File: src/common/sgl_regs.svh
`ifndef SGL_REGS_SVH
`define SGL_REGS_SVH

// Gain word width and special codes
`define SGL_WORD_W 8
`define SGL_MSB_POS 7
`define SGL_CODE_ISOLATE 8'h00
`define SGL_CODE_MAX 8'h80
`define SGL_BIT_CNT_W 4
`define SGL_BITS_PER_WORD 4'h8

// Power-down input filter: 2 sync stages only, no debounce
`define SGL_SYNC_W 2

`endif

File: src/common/sgl_pkg.sv
package sgl_pkg;
    typedef logic [7:0] sgl_word_t;
    typedef enum logic [1:0] {
        SGL_GAIN_ISOLATE,
        SGL_GAIN_SCALED,
        SGL_GAIN_MAX
    } sgl_gain_mode_e;
endpackage

File: src/common/sgl_edge_if.sv
interface sgl_edge_if;
    logic data;
    logic window_n;
    logic clk_rise;
    logic clk_fall;
    logic win_fall;
    logic win_rise;
    logic power_n;
    modport producer(output data, output window_n, output clk_rise, output clk_fall,
        output win_fall, output win_rise, output power_n);
    modport consumer(input data, input window_n, input clk_rise, input clk_fall,
        input win_fall, input win_rise, input power_n);
endinterface

File: src/rtl/sgl_pin_sync.sv
`include "sgl_regs.svh"

module sgl_pin_sync (
    input wire logic clk_i,
    input wire logic reset_i,
    input wire logic shift_clk_i,
    input wire logic serial_gain_in_i,
    input wire logic load_window_n_i,
    input wire logic power_down_n_i,
    sgl_edge_if.producer edge_o
);
    // Stage 0 feeds stage 1 only; edges are taken between stage 1 and stage 2
    logic [3:0] meta_ff;
    logic [3:0] sync_ff;
    logic [1:0] prev_ff;
    logic [3:0] nxt_meta;
    logic [3:0] nxt_sync;
    logic [1:0] nxt_prev;

    always_comb begin
        nxt_meta = {power_down_n_i, load_window_n_i, serial_gain_in_i, shift_clk_i};
        nxt_sync = meta_ff;
        nxt_prev = {sync_ff[2], sync_ff[0]};
    end

    always_ff @(posedge clk_i) begin
        if (reset_i) begin
            meta_ff <= 4'h6;
            sync_ff <= 4'h6;
            prev_ff <= 2'h2;
        end else begin
            meta_ff <= nxt_meta;
            sync_ff <= nxt_sync;
            prev_ff <= nxt_prev;
        end
    end

    assign edge_o.data = sync_ff[1];
    assign edge_o.window_n = sync_ff[2];
    assign edge_o.power_n = sync_ff[3];
    assign edge_o.clk_rise = sync_ff[0] & ~prev_ff[0];
    assign edge_o.clk_fall = ~sync_ff[0] & prev_ff[0];
    assign edge_o.win_fall = ~sync_ff[2] & prev_ff[1];
    assign edge_o.win_rise = sync_ff[2] & ~prev_ff[1];
endmodule

File: src/rtl/sgl_gain_loader.sv
`include "sgl_regs.svh"

////////////////////////////////////////////////////////////////////////////////
module sgl_gain_loader (
    input wire logic clk_i,
    input wire logic reset_i,
    input wire logic shift_clk_i,
    input wire logic serial_gain_in_i,
    input wire logic load_window_n_i,
    input wire logic power_down_n_i,
    output logic [7:0] gain_code_o,
    output logic [2:0] gain_step_o,
    output logic [6:0] gain_fine_o,
    output sgl_pkg::sgl_gain_mode_e gain_mode_o,
    output logic forward_en_o,
    output logic isolate_o,
    output logic [3:0] bits_seen_o,
    output logic shifting_o
);
    sgl_edge_if pins ();

    sgl_pin_sync u_sync (
        .clk_i(clk_i),
        .reset_i(reset_i),
        .shift_clk_i(shift_clk_i),
        .serial_gain_in_i(serial_gain_in_i),
        .load_window_n_i(load_window_n_i),
        .power_down_n_i(power_down_n_i),
        .edge_o(pins)
    );

    ////////////////////////////////////////////////////////////////////////////
    // Shift path
    typedef enum logic [1:0] {SGL_IDLE, SGL_ARMED} sgl_state_e;

    sgl_state_e state_ff;
    sgl_state_e nxt_state;
    logic master_ff;
    logic nxt_master;
    logic [7:0] slave_ff;
    logic [7:0] nxt_slave;
    logic [3:0] cnt_ff;
    logic [3:0] nxt_cnt;

    always_comb begin
        nxt_state = state_ff;
        nxt_master = master_ff;
        nxt_slave = slave_ff;
        nxt_cnt = cnt_ff;
        case (state_ff)
            SGL_IDLE: begin
                // Clock edges here are ignored
                if (pins.win_fall) begin
                    nxt_state = SGL_ARMED;
                    nxt_cnt = 4'h0;
                end
            end
            SGL_ARMED: begin
                if (pins.win_rise) begin
                    nxt_state = SGL_IDLE;
                end else begin
                    if (pins.clk_rise) begin
                        nxt_master = pins.data;
                    end
                    if (pins.clk_fall) begin
                        // Older bits fall off the top, so extra edges keep the last eight
                        nxt_slave = {slave_ff[6:0], master_ff};
                        if (cnt_ff != 4'hf) begin
                            nxt_cnt = cnt_ff + 4'h1;
                        end
                    end
                end
            end
            default: begin
                nxt_state = SGL_IDLE;
            end
        endcase
    end

    always_ff @(posedge clk_i) begin
        if (reset_i) begin
            state_ff <= SGL_IDLE;
            master_ff <= 1'b0;
            slave_ff <= 8'h00;
            cnt_ff <= 4'h0;
        end else begin
            state_ff <= nxt_state;
            master_ff <= nxt_master;
            slave_ff <= nxt_slave;
            cnt_ff <= nxt_cnt;
        end
    end

    ////////////////////////////////////////////////////////////////////////////
    // Gain latch and decode
    // A final rising clock left without its falling edge would be lost at the
    // window rise; the master bit is folded in so that word still lands.
    logic pend_ff;
    logic nxt_pend;
    logic [7:0] word;
    logic [7:0] nxt_code;
    logic [2:0] nxt_step;
    logic [6:0] nxt_fine;
    sgl_pkg::sgl_gain_mode_e nxt_mode;
    logic [7:0] code_ff;
    logic [2:0] step_ff;
    logic [6:0] fine_ff;
    sgl_pkg::sgl_gain_mode_e mode_ff;
    logic fwd_ff;
    logic iso_ff;
    logic [3:0] seen_ff;
    logic shifting_ff;

    always_comb begin
        nxt_pend = pend_ff;
        if (state_ff != SGL_ARMED || pins.win_rise) begin
            nxt_pend = 1'b0;
        end else if (pins.clk_rise) begin
            nxt_pend = 1'b1;
        end else if (pins.clk_fall) begin
            nxt_pend = 1'b0;
        end
        word = pend_ff ? {slave_ff[6:0], master_ff} : slave_ff;
        // Held code changes only at the window rise
        nxt_code = code_ff;
        if (state_ff == SGL_ARMED && pins.win_rise) begin
            nxt_code = word;
        end
        // Step is the position of the top set bit, one per doubling
        nxt_step = 3'h0;
        nxt_fine = 7'h00;
        for (int i = 0; i < `SGL_WORD_W - 1; i++) begin
            if (code_ff[i]) begin
                nxt_step = 3'(i);
            end
        end
        if (code_ff == `SGL_CODE_ISOLATE) begin
            nxt_mode = sgl_pkg::SGL_GAIN_ISOLATE;
        end else if (code_ff[`SGL_MSB_POS]) begin
            nxt_mode = sgl_pkg::SGL_GAIN_MAX;
            nxt_step = 3'h7;
        end else begin
            nxt_mode = sgl_pkg::SGL_GAIN_SCALED;
            nxt_fine = code_ff[6:0];
        end
    end

    always_ff @(posedge clk_i) begin
        if (reset_i) begin
            pend_ff <= 1'b0;
            code_ff <= `SGL_CODE_ISOLATE;
            step_ff <= 3'h0;
            fine_ff <= 7'h00;
            mode_ff <= sgl_pkg::SGL_GAIN_ISOLATE;
            fwd_ff <= 1'b0;
            iso_ff <= 1'b1;
            seen_ff <= 4'h0;
            shifting_ff <= 1'b0;
        end else begin
            pend_ff <= nxt_pend;
            code_ff <= nxt_code;
            step_ff <= nxt_step;
            fine_ff <= nxt_fine;
            mode_ff <= nxt_mode;
            // Power-down gates only the output; codes are untouched
            fwd_ff <= pins.power_n;
            iso_ff <= (nxt_mode == sgl_pkg::SGL_GAIN_ISOLATE);
            seen_ff <= cnt_ff;
            shifting_ff <= (state_ff == SGL_ARMED);
        end
    end

    assign gain_code_o = code_ff;
    assign gain_step_o = step_ff;
    assign gain_fine_o = fine_ff;
    assign gain_mode_o = mode_ff;
    assign forward_en_o = fwd_ff;
    assign isolate_o = iso_ff;
    assign bits_seen_o = seen_ff;
    assign shifting_o = shifting_ff;
endmodule

File: config.mk
export PLATFORM = sky130hd
export DESIGN_NAME = sgl_gain_loader
export DESIGN_NICKNAME = d
export VERILOG_FILES = /design/src/common/sgl_pkg.sv /design/src/common/sgl_edge_if.sv /design/src/rtl/sgl_pin_sync.sv /design/src/rtl/sgl_gain_loader.sv
export VERILOG_INCLUDE_DIRS = /design/src /design/src/common
export SDC_FILE = /design/constraint.sdc
export NUM_CORES = 1
export LEC_CHECK = 0
export BUFFER_PORTS_ARGS = -buffer_cell sky130_fd_sc_hd__buf_4
export CAP_MARGIN = 20
export CORE_MARGIN = 8
export CORE_UTILIZATION = 50
export CTS_BUF_LIST = sky130_fd_sc_hd__clkbuf_8
export CTS_CLUSTER_DIAMETER = 120
export DETAILED_ROUTE_END_ITERATION = 10
export HOLD_SLACK_MARGIN = 0.08
export PLACE_DENSITY = 0.73
export RECOVER_POWER = 100
export SLEW_MARGIN = 20
export SYNTH_ARGS = -nofsm -noshare
export SYNTH_HDL_FRONTEND = slang
export SYNTH_SLANG_ARGS = --single-unit
File: constraint.sdc
create_clock -name clk_i -period 3.79 [get_ports clk_i]
set_input_delay 0.379 -clock clk_i [delete_from_list [all_inputs] [get_ports clk_i]]
set_output_delay 0.379 -clock clk_i [all_outputs]
set_load 0.03 [all_outputs]
==> results.json, run 1 <==
{
  "ys_seq_area_share_pct": 56.7,
  "ant_nets": 0,
  "worstMarginPinSlew_ns": 1.78,
  "grt_setup_unrepaired": "false",
  "die-area_sq_mm": 0.00587,
  "ys_seq_elements": 52,
  "postCtsSetupRepairBufs": 0,
  "die_w_um": 76.6,
  "initial_core_util_pct": 50.9,
  "slew_viol_final": 46,
  "nNetsFinal": 215,
  "insertion_delay_ns": 0.30,
  "dp_slack_ns": 2.27,
  "syn2layout_area_growth_pct": 13.2,
  "htree_levels": 2,
  "yosys.area.top_type": "dfxtp_1",
  "critPathBufInv": 1,
  "fin_setup_tns_ns": 0,
  "grt_pass1_wl_um": 5420,
  "syn-cell-area_sq_mm": 0.00184,
  "drt-initial-drc-count": 106,
  "yosys.cell_types.count": 27,
  "routed_wl_um": 3190,
  "worstPathRequired_ns": 3.99,
  "drive_above_1_share_pct": 9.18,
  "status": "complete, but fails checks",
  "leakagePower_nw": 0.748,
  "grt_usage_pct": 11.0,
  "postSynthAreaPerCell_sq_um": 10.5,
  "critPathArrivalTime_ns": 2.20,
  "postSynthCellCount": 175,
  "powerDensity_mw_per_mm2": 459,
  "synthTopCellsByArea": "dfxtp_1, mux2i_1, nor2_1",
  "routabilityCongestion": 0.735,
  "fin_crit_sh_pct": 52.8,
  "io_buffer_count": 32,
  "cts-resized-gates": 0,
  "end_kind": "register",
  "hold_viol_final": 0,
  "antenna_cells": 0,
  "synth_ff_type": "dfxtp_1",
  "slowest_stage": "clkbuf_1",
  "via_per_inst": 4.81,
  "hpwl_um": 2260,
  "num_vias": 1227,
  "wl_met3_um": 176,
  "setup_ws_ns": 1.79,
  "slew_headroom_pct": -18.5,
  "vdd_ir_drop_max_mv": 0.255,
  "failed_checks": "max-capacitance violations, max-slew violations",
  "fin_skew_ns": 0.00531,
  "top_layer": "met4",
  "coreArea_sq_mm": 0.00361,
  "finalCriticalPeriod_ns": 2.00,
  "fmax_ghz": 0.500,
  "path_clk_slew_ns": 0.08,
  "yosysWarnings": 0,
  "grt_overflow_total": 0,
  "grt_pass1_vias": 1240,
  "wl_per_cell_um": 12.5,
  "synth_fp_nets": 184,
  "wl_met2_um": 1440,
  "root_buffer": "clkbuf_8",
  "synth_edf_count": 0,
  "route.detailed.drc": 0,
  "grt_max_degree": 46,
  "final_common_cell": "dfxtp_1",
  "worst_setup_path_start_kind": "input pin",
  "crit_family": "buffers and inverters",
  "mostFrequentLayoutCells": "dfxtp_1, clkbuf_1, nor2_1",
  "drt_pass1_iterations": 4,
  "worst-path-max-fanout": 45,
  "drt-met1-wl_um": 1510,
  "holdBufCountCts": 0,
  "io_pins": 33,
  "clock_sinks": 52,
  "synth_top_cell_area_share_pct": 56.7,
  "nFillCells": 368,
  "cts_buffer_depth": 2,
  "async_flop_share_pct": 0,
  "setup_viol": 0,
  "crit_type": "in2reg",
  "worstPathCellList": "clkbuf_1, nor2_1, and2_1",
  "numCtsBuffers": 5,
  "max_stage_delay_ns": 1.25,
  "cap_violations": 1,
  "die_h_um": 76.6,
  "hold_path_class": "in2reg",
  "cts_tree": "built",
  "rows": 22,
  "antenna_found_initial": 0
}
[flip-flops by register name, indices dropped and copies added, names as in the netlist]
signal          count
gain_code_o         8
slave_ff            8
gain_fine_o         7
bits_seen_o         4
cnt_ff              4
u_sync.meta_ff      4
u_sync.sync_ff      4
gain_step_o         3
gain_mode_o         2
u_sync.prev_ff      2
forward_en_o        1
isolate_o           1
master_ff           1
pend_ff             1
shifting_o          1
state_ff            1
[per-layer routing]
| layer | track usage, % | up-vias |
|---|---|---|
| li1 | - | 642 |
| met1 | 11.7 | 548 |
| met2 | 18.9 | 31 |
| met3 | 3.77 | 6 |
| met4 | 5.77 | 0 |
| met5 | 0 | - |
[report_power, final]
group / switching [W] / internal [W]
Clock: 0.000169 / 0.000193
Sequential: 0.00000381 / 0.000554
Combinational: 0.0000216 / 0.0000117
[path summary, 6_finish.rpt]
kind | to | depth (start not counted) | startpoint | slack (ns)
setup / recovery | gain_fine_o[0]$_SDFF_PP0_ | 3 | reset_i | 1.79
hold / removal | u_sync.meta_ff[2]$_SDFF_PP1_ | 2 | load_window_n_i | 0.26
setup reg to reg | slave_ff[4]$_SDFFE_PP0P_ | 6 | u_sync.sync_ff[0]$_SDFF_PP0_ | 2.20
hold reg to reg | u_sync.sync_ff[2]$_SDFF_PP1_ | 1 | u_sync.meta_ff[2]$_SDFF_PP1_ | 0.42
[kinds of logic after synthesis]
family,after synthesis,synth area share (%)
DFF,52,56.7
AOI/OAI and AO/OA,21,8.38
buffers and inverters,13,3.54
and+or+nand+nor,66,18.2
adders and majority gates,3,2.04
muxes,20,11.2
[synthesized netlist by cell type, drive strengths merged, types with 2 or more instances]
| cell | number |
|---|---|
| nor2b | 9 |
| nor2 | 27 |
| and2 | 8 |
| buf | 7 |
| a211oi | 10 |
| or2 | 5 |
| o21ai | 4 |
| ha | 3 |
| nor3 | 3 |
| dfxtp | 52 |
| nand3 | 2 |
| nand2b | 5 |
| nand2 | 5 |
| a21oi | 6 |
| mux2i | 19 |
| inv | 5 |
[per-stage QoR]
step | utilization (%) | cell area [sq um] | total power, W | hold WS [ns] | cells
after floorplan | - | 1840 | 0.000596 | 0.389 | 175
after global placement | 58.0 | 2090 | 0.000606 | 0.396 | 247
after detailed placement | 58.0 | 2090 | 0.000607 | 0.397 | 247
after CTS | 61.0 | 2200 | 0.000966 | 0.249 | 255
after global routing | 57.7 | 2080 | 0.000987 | 0.260 | 255
final | 57.7 | 2080 | 0.000954 | 0.258 | 255
[layout make-up]
| cell class | instances | area (sq um) | share of cell area, % |
|---|---|---|---|
| flip-flops and latches | 52 | 1040 | 50.1 |
| multi-input cells | 110 | 717 | 34.5 |
| repair buffers | 32 | 135 | 6.50 |
| clock buffers | 5 | 68.8 | 3.31 |
| well taps | 48 | 60.1 | 2.89 |
| clock inverters | 3 | 38.8 | 1.87 |
| inverters | 5 | 18.8 | 0.903 |
No activity file was read; power rests on OpenSTA's default activity.
==> run 2, diff against run 1 <==
ABC_AREA = 1   (was unset)
PLACE_DENSITY = 0.75   (was 0.73)
clock period = 1.82 ns   (was 3.79 ns; I/O delays follow)
==> run 2 against run 1 <==
Against the previous run:
- the run now ends clean
- sequential power grew 110%
- die area increased by 5.0%
- worst setup slack got worse by 1.4 ns
- count of clock-buffer cells in the layout unchanged
- global-route usage increased by 0.36 points
- combinational power rose to 3.3 times the previous value
- clock skew is 0.0020 ns lower
- critical path type unchanged
- largest cell class unchanged
==> results.json, run 2 <==
{
  "hold_viol_final": 0,
  "coreArea_sq_mm": 0.00372,
  "grt_pass1_wl_um": 5840,
  "cts_buffer_depth": 2,
  "critPathArrivalTime_ns": 1.61,
  "fin_skew_ns": 0.00333,
  "critPathBufInv": 3,
  "powerDensity_mw_per_mm2": 932,
  "p_sw_share_pct": 21.5,
  "io_buffer_count": 32,
  "grt_max_degree": 24,
  "root_buffer": "clkbuf_8",
  "drt-initial-drc-count": 49,
  "ys_seq_elements": 52,
  "ant_nets": 0,
  "insertion_delay_ns": 0.30,
  "die_w_um": 78.5,
  "nNetsFinal": 263,
  "rows": 22,
  "cts_tree": "built",
  "drive_above_1_share_pct": 12.2,
  "synth_edf_count": 0,
  "antenna_found_initial": 0,
  "end_kind": "register",
  "synthTopCellsByArea": "dfxtp_1, inv_1, a21oi_1",
  "synth_fp_nets": 229,
  "yosysWarnings": 0,
  "final_util_pct": 59.0,
  "setup_viol": 0,
  "worstPathCellList": "clkbuf_1, inv_2, clkbuf_2, o21ai_0, a21oi_2",
  "slowest_stage": "clkbuf_1",
  "antenna_cells": 0,
  "grt_pass1_vias": 1315,
  "cap_violations": 0,
  "final_common_cell": "dfxtp_1",
  "yosys.cell_types.count": 26,
  "ys_seq_area_share_pct": 53.3,
  "slew_viol_final": 0,
  "fin_crit_sh_pct": 78.3,
  "hold_path_class": "in2reg",
  "hold_slack_ns": 0.0879,
  "cts-resized-gates": 0,
  "syn-cell-area_sq_mm": 0.00195,
  "worst_setup_path_start_kind": "input pin",
  "num_vias": 1456,
  "worst-path-max-fanout": 23,
  "nFillCells": 375,
  "wl_per_cell_um": 11.3,
  "async_flop_share_pct": 0,
  "holdBufCountCts": 3,
  "numCtsBuffers": 5,
  "fin_cells": 303,
  "clock_sinks": 52,
  "postSynthAreaPerCell_sq_um": 8.88,
  "routed_wl_um": 3410,
  "postSynthCellCount": 220,
  "fin_setup_tns_ns": 0,
  "power_w": 0.00204,
  "seqPwrFrac_pct": 57.5,
  "synth.most_common_cell": "dfxtp_1",
  "via_per_inst": 4.81,
  "route.detailed.drc": 0,
  "grt_setup_unrepaired": "false",
  "mostFrequentLayoutCells": "dfxtp_1, inv_1, clkbuf_1",
  "p_comb_share_pct": 5.4,
  "grt_usage_pct": 11.4,
  "syn2layout_area_growth_pct": 12.2,
  "die_h_um": 78.5,
  "io_pins": 33,
  "finalCriticalPeriod_ns": 1.42,
  "slew_headroom_pct": 35.3,
  "postCtsSetupRepairBufs": 0,
  "p_int_w": 0.00160,
  "crit_type": "in2reg",
  "max_stage_delay_ns": 0.70,
  "worstMarginPinSlew_ns": 0.971,
  "yosys.area.top_type": "dfxtp_1",
  "synth_top_cell_area_share_pct": 53.3,
  "p_switching_w": 0.000439,
  "dpl.cell_count": 292,
  "synth_ff_type": "dfxtp_1",
  "crit_family": "buffers and inverters",
  "drt_pass1_iterations": 4,
  "vdd_ir_drop_max_mv": 0.478,
  "grt_overflow_total": 0,
  "status": "finished, final reports clean",
  "fmax_ghz": 0.702,
  "worstPathRequired_ns": 2.01,
  "htree_levels": 2,
  "die-area_sq_mm": 0.00617,
  "path_clk_slew_ns": 0.08,
  "routabilityCongestion": 0.769,
  "ys_top_cells_by_count": "dfxtp_1, inv_1, nand2_1",
  "leakagePower_nw": 0.868,
  "hpwl_um": 2490,
  "p_clk_share_pct": 37.1,
  "initial_core_util_pct": 52.6
}
run 2: tightest hold or removal path, cell delays in order:
cell	delay [ns]
buf_4	0.07
inv_1	0.03
nor2_1	0.07
run 2: final timing paths:
check	to	cells after the start	from	slack [ns]
worst max-delay path	slave_ff[3]$_SDFFE_PP0P_	5	reset_i	0.40
worst min-delay path	u_sync.meta_ff[0]$_SDFF_PP0_	3	shift_clk_i	0.09
worst max register to register	cnt_ff[3]$_SDFFE_PP0P_	10	u_sync.sync_ff[0]$_SDFF_PP0_	0.40
worst min register to register	u_sync.sync_ff[0]$_SDFF_PP0_	2	u_sync.meta_ff[0]$_SDFF_PP0_	0.40
run 2: cell type report:
class	instances	area [sq um]	share of cell area (%)
Inverter	35	131	5.99
Multi-Input combinational cell	124	678	30.9
Timing Repair Buffer	36	170	7.76
Tap cell	48	60.1	2.74
Clock inverter	3	42.5	1.94
Sequential cell	52	1040	47.5
Clock buffer	5	68.8	3.14
run 2: logic make-up after synthesis:
family	count (synthesis)	synth area share, %
adder cells (fa/ha/maj)	3	1.92
AO/OA/AOI/OAI	55	16.1
multiplexers	1	0.512
AND/OR/NAND/NOR	65	17.7
flip-flops	52	53.3
buffers and inverters	44	10.5
run 2: metrics by stage:
stage,cell area (sq um),setup WS [ns]
after floorplan,1950,0.716
after global placement,2190,0.582
after detailed placement,2190,0.525
after CTS,2330,0.514
after global routing,2190,0.234
final,2190,0.396
run 2: routing by layer:
metal	global-route usage, %	vias to the layer above	part of all wire [%]
met5	0	-	0
met4	4.44	0	1.6
met3	5.13	6	7.0
met2	18.3	32	43
met1	12.9	646	48
li1	-	772	-
run 2: power by group through the flow:
stage               sequential [W]  clock, W  combinational (W)
floorplan                  0.00121         0          0.0000783
global placement           0.00120         0           0.000115
detailed placement         0.00120         0           0.000117
CTS                        0.00118  0.000787           0.000123
global route               0.00118  0.000819           0.000123
finish                     0.00117  0.000759           0.000109
==> run 3, diff against run 2 <==
PLACE_DENSITY = 0.72   (was 0.75)
clock period = 1.5 ns   (was 1.82 ns; I/O delays follow)
==> run 3 against run 2 <==
Against the previous run:
- sequential power grew 22%
- core utilization up 0.20 points
- die area did not move
- register-to-register slack got worse by 0.22 ns
- worst setup slack got worse by 0.22 ns
- critical path depth is 4 higher
- non-clock buffer count grew 1
- routed wire length is 0.70% lower
- worst hold slack gained 0.098 ns
- critical endpoint is now cnt_ff[0]$_SDFFE_PP0P_
- highest routed layer unchanged
==> results.json, run 3 (synthesized netlist as in run 2, its figures left out) <==
{
  "status": "finished, final reports clean",
  "critPathBufInv": 2,
  "drt-initial-drc-count": 119,
  "fin_skew_ns": 0.00696,
  "postCtsSetupRepairBufs": 0,
  "cap_violations": 0,
  "grtUsageMet2_pct": 18.8,
  "via_per_inst": 4.74,
  "grt_pass1_vias": 1309,
  "wl_per_cell_um": 11.1,
  "drive_above_1_share_pct": 12.5,
  "crit_start": "u_sync.sync_ff[0]$_SDFF_PP0_",
  "worst_setup_path_start_kind": "register",
  "setup_ws_ns": 0.174,
  "routabilityCongestion": 0.774,
  "dp_slack_ns": 0.225,
  "syn2layout_area_growth_pct": 12.5,
  "worst-path-max-fanout": 17,
  "fin_crit_sh_pct": 88.4,
  "nNetsFinal": 264,
  "routed_wl_um": 3390,
  "die-area_sq_mm": 0.00617,
  "slew_viol_final": 0,
  "slew_headroom_pct": 67.8,
  "fmax_ghz": 0.754,
  "powerDensity_mw_per_mm2": 1070,
  "clock_sinks": 52,
  "antenna_cells": 0,
  "grt_pass1_wl_um": 5730,
  "ant_nets": 0,
  "hold_slack_ns": 0.186,
  "leakagePower_nw": 0.873,
  "initial_core_util_pct": 52.6,
  "hold_path_startpoint": "reset_i",
  "cts_buffer_depth": 2,
  "grt_usage_pct": 11.2,
  "route.detailed.drc": 0,
  "grt_max_degree": 24,
  "placed_area_sq_mm": 0.00219,
  "finish.instance_area_sq_mm": 0.00220,
  "crit_type": "reg2reg",
  "crit_family": "simple AND/OR/NAND/NOR gates",
  "insertion_delay_ns": 0.30,
  "worstPathRequired_ns": 1.74,
  "final_common_cell": "dfxtp_1",
  "cpMostUsedCell": "nand2_4",
  "numCtsBuffers": 5,
  "hpwl_um": 2420,
  "holdBufCountCts": 4,
  "grt.met3_usage_pct": 4.56,
  "hold_path_class": "in2reg",
  "rows": 22,
  "finalCriticalPeriod_ns": 1.33,
  "grt_use_met1_pct": 12.0,
  "end_kind": "register",
  "root_buffer": "clkbuf_8",
  "num_vias": 1440,
  "hold_viol_final": 0,
  "grt_setup_unrepaired": "false",
  "cts_tree": "built",
  "r2r-start": "u_sync.sync_ff[0]$_SDFF_PP0_",
  "path_clk_slew_ns": 0.09,
  "htree_levels": 2,
  "fin_setup_tns_ns": 0,
  "setup_viol": 0,
  "worstMarginPinSlew_ns": 0.481,
  "cts-resized-gates": 0,
  "mostFrequentLayoutCells": "dfxtp_1, inv_1, clkbuf_1",
  "grt_busiest_layer": "met2",
  "coreArea_sq_mm": 0.00372,
  "die_h_um": 78.5,
  "die_w_um": 78.5,
  "io_buffer_count": 32,
  "vdd_ir_drop_max_mv": 0.738,
  "io_pins": 33,
  "grt_overflow_total": 0,
  "max_stage_delay_ns": 0.34,
  "slowest_stage": "dfxtp_1",
  "worstPathCellList": "inv_1, ha_1, nand2_4, inv_1, nand2_4, nand2_4, nand2_1, nand2_4, a21oi_2",
  "antenna_found_initial": 0,
  "critPathArrivalTime_ns": 1.57,
  "drt_pass1_iterations": 6
}
-- run 3: cell count changes in the layout (fill, tap and decap cells not counted), sizes merged --
cell / previous run / this run
buf: 4 / 2
bufinv: 1 / 0
clkbuf: 34 / 37
clkinv: 1 / 0
dlygate4sd3: 3 / 4
inv: 35 / 36
-- run 3: layer usage --
metal  wire (um)  share of wire, %  up-vias
met5           0                 0        -
met4          63               1.9        0
met3         219               6.5        7
met2        1480                44       31
met1        1630                48      632
li1            -                 -      770
-- run 3: power by group --
group | internal (W) | switching (W)
combinational | 0.0000499 | 0.0000878
sequential | 0.00141 | 0.0000184
clock | 0.000368 | 0.000425
total | 0.00183 | 0.000531
-- run 3: cell type report --
class	count	area, sq um
Fill cell	372	1520
Sequential cell	52	1040
Multi-Input combinational cell	124	687
Timing Repair Buffer	37	186
Inverter	35	131
Clock buffer	6	82.6
Tap cell	48	60.1
Clock inverter	2	11.3
-- run 3: worst paths after layout --
check / slack, ns / depth (start not counted) / to
max: 0.17 / 9 / cnt_ff[0]$_SDFFE_PP0P_
min: 0.19 / 2 / bits_seen_o[0]$_SDFF_PP0_
max reg2reg: 0.17 / 9 / cnt_ff[0]$_SDFFE_PP0P_
min reg2reg: 0.41 / 2 / forward_en_o$_SDFF_PP0_
-- run 3: worst reg2reg max path: cells and delay by family, from the launching register on --
family	cells	cell delay [ns]
compound gates	1	0.11
fa+ha+maj	1	0.20
flops	1	0.34
simple gates	5	0.52
buf+inv	2	0.12
-- run 3: through the flow --
stage                     std cells  power, W  util (%)
final                           304   0.00236      59.2
after global routing            304   0.00245      59.2
after CTS                       304   0.00239      62.5
after detailed placement        292   0.00160      58.9
after global placement          292   0.00160      58.9
after floorplan                 220   0.00156         -
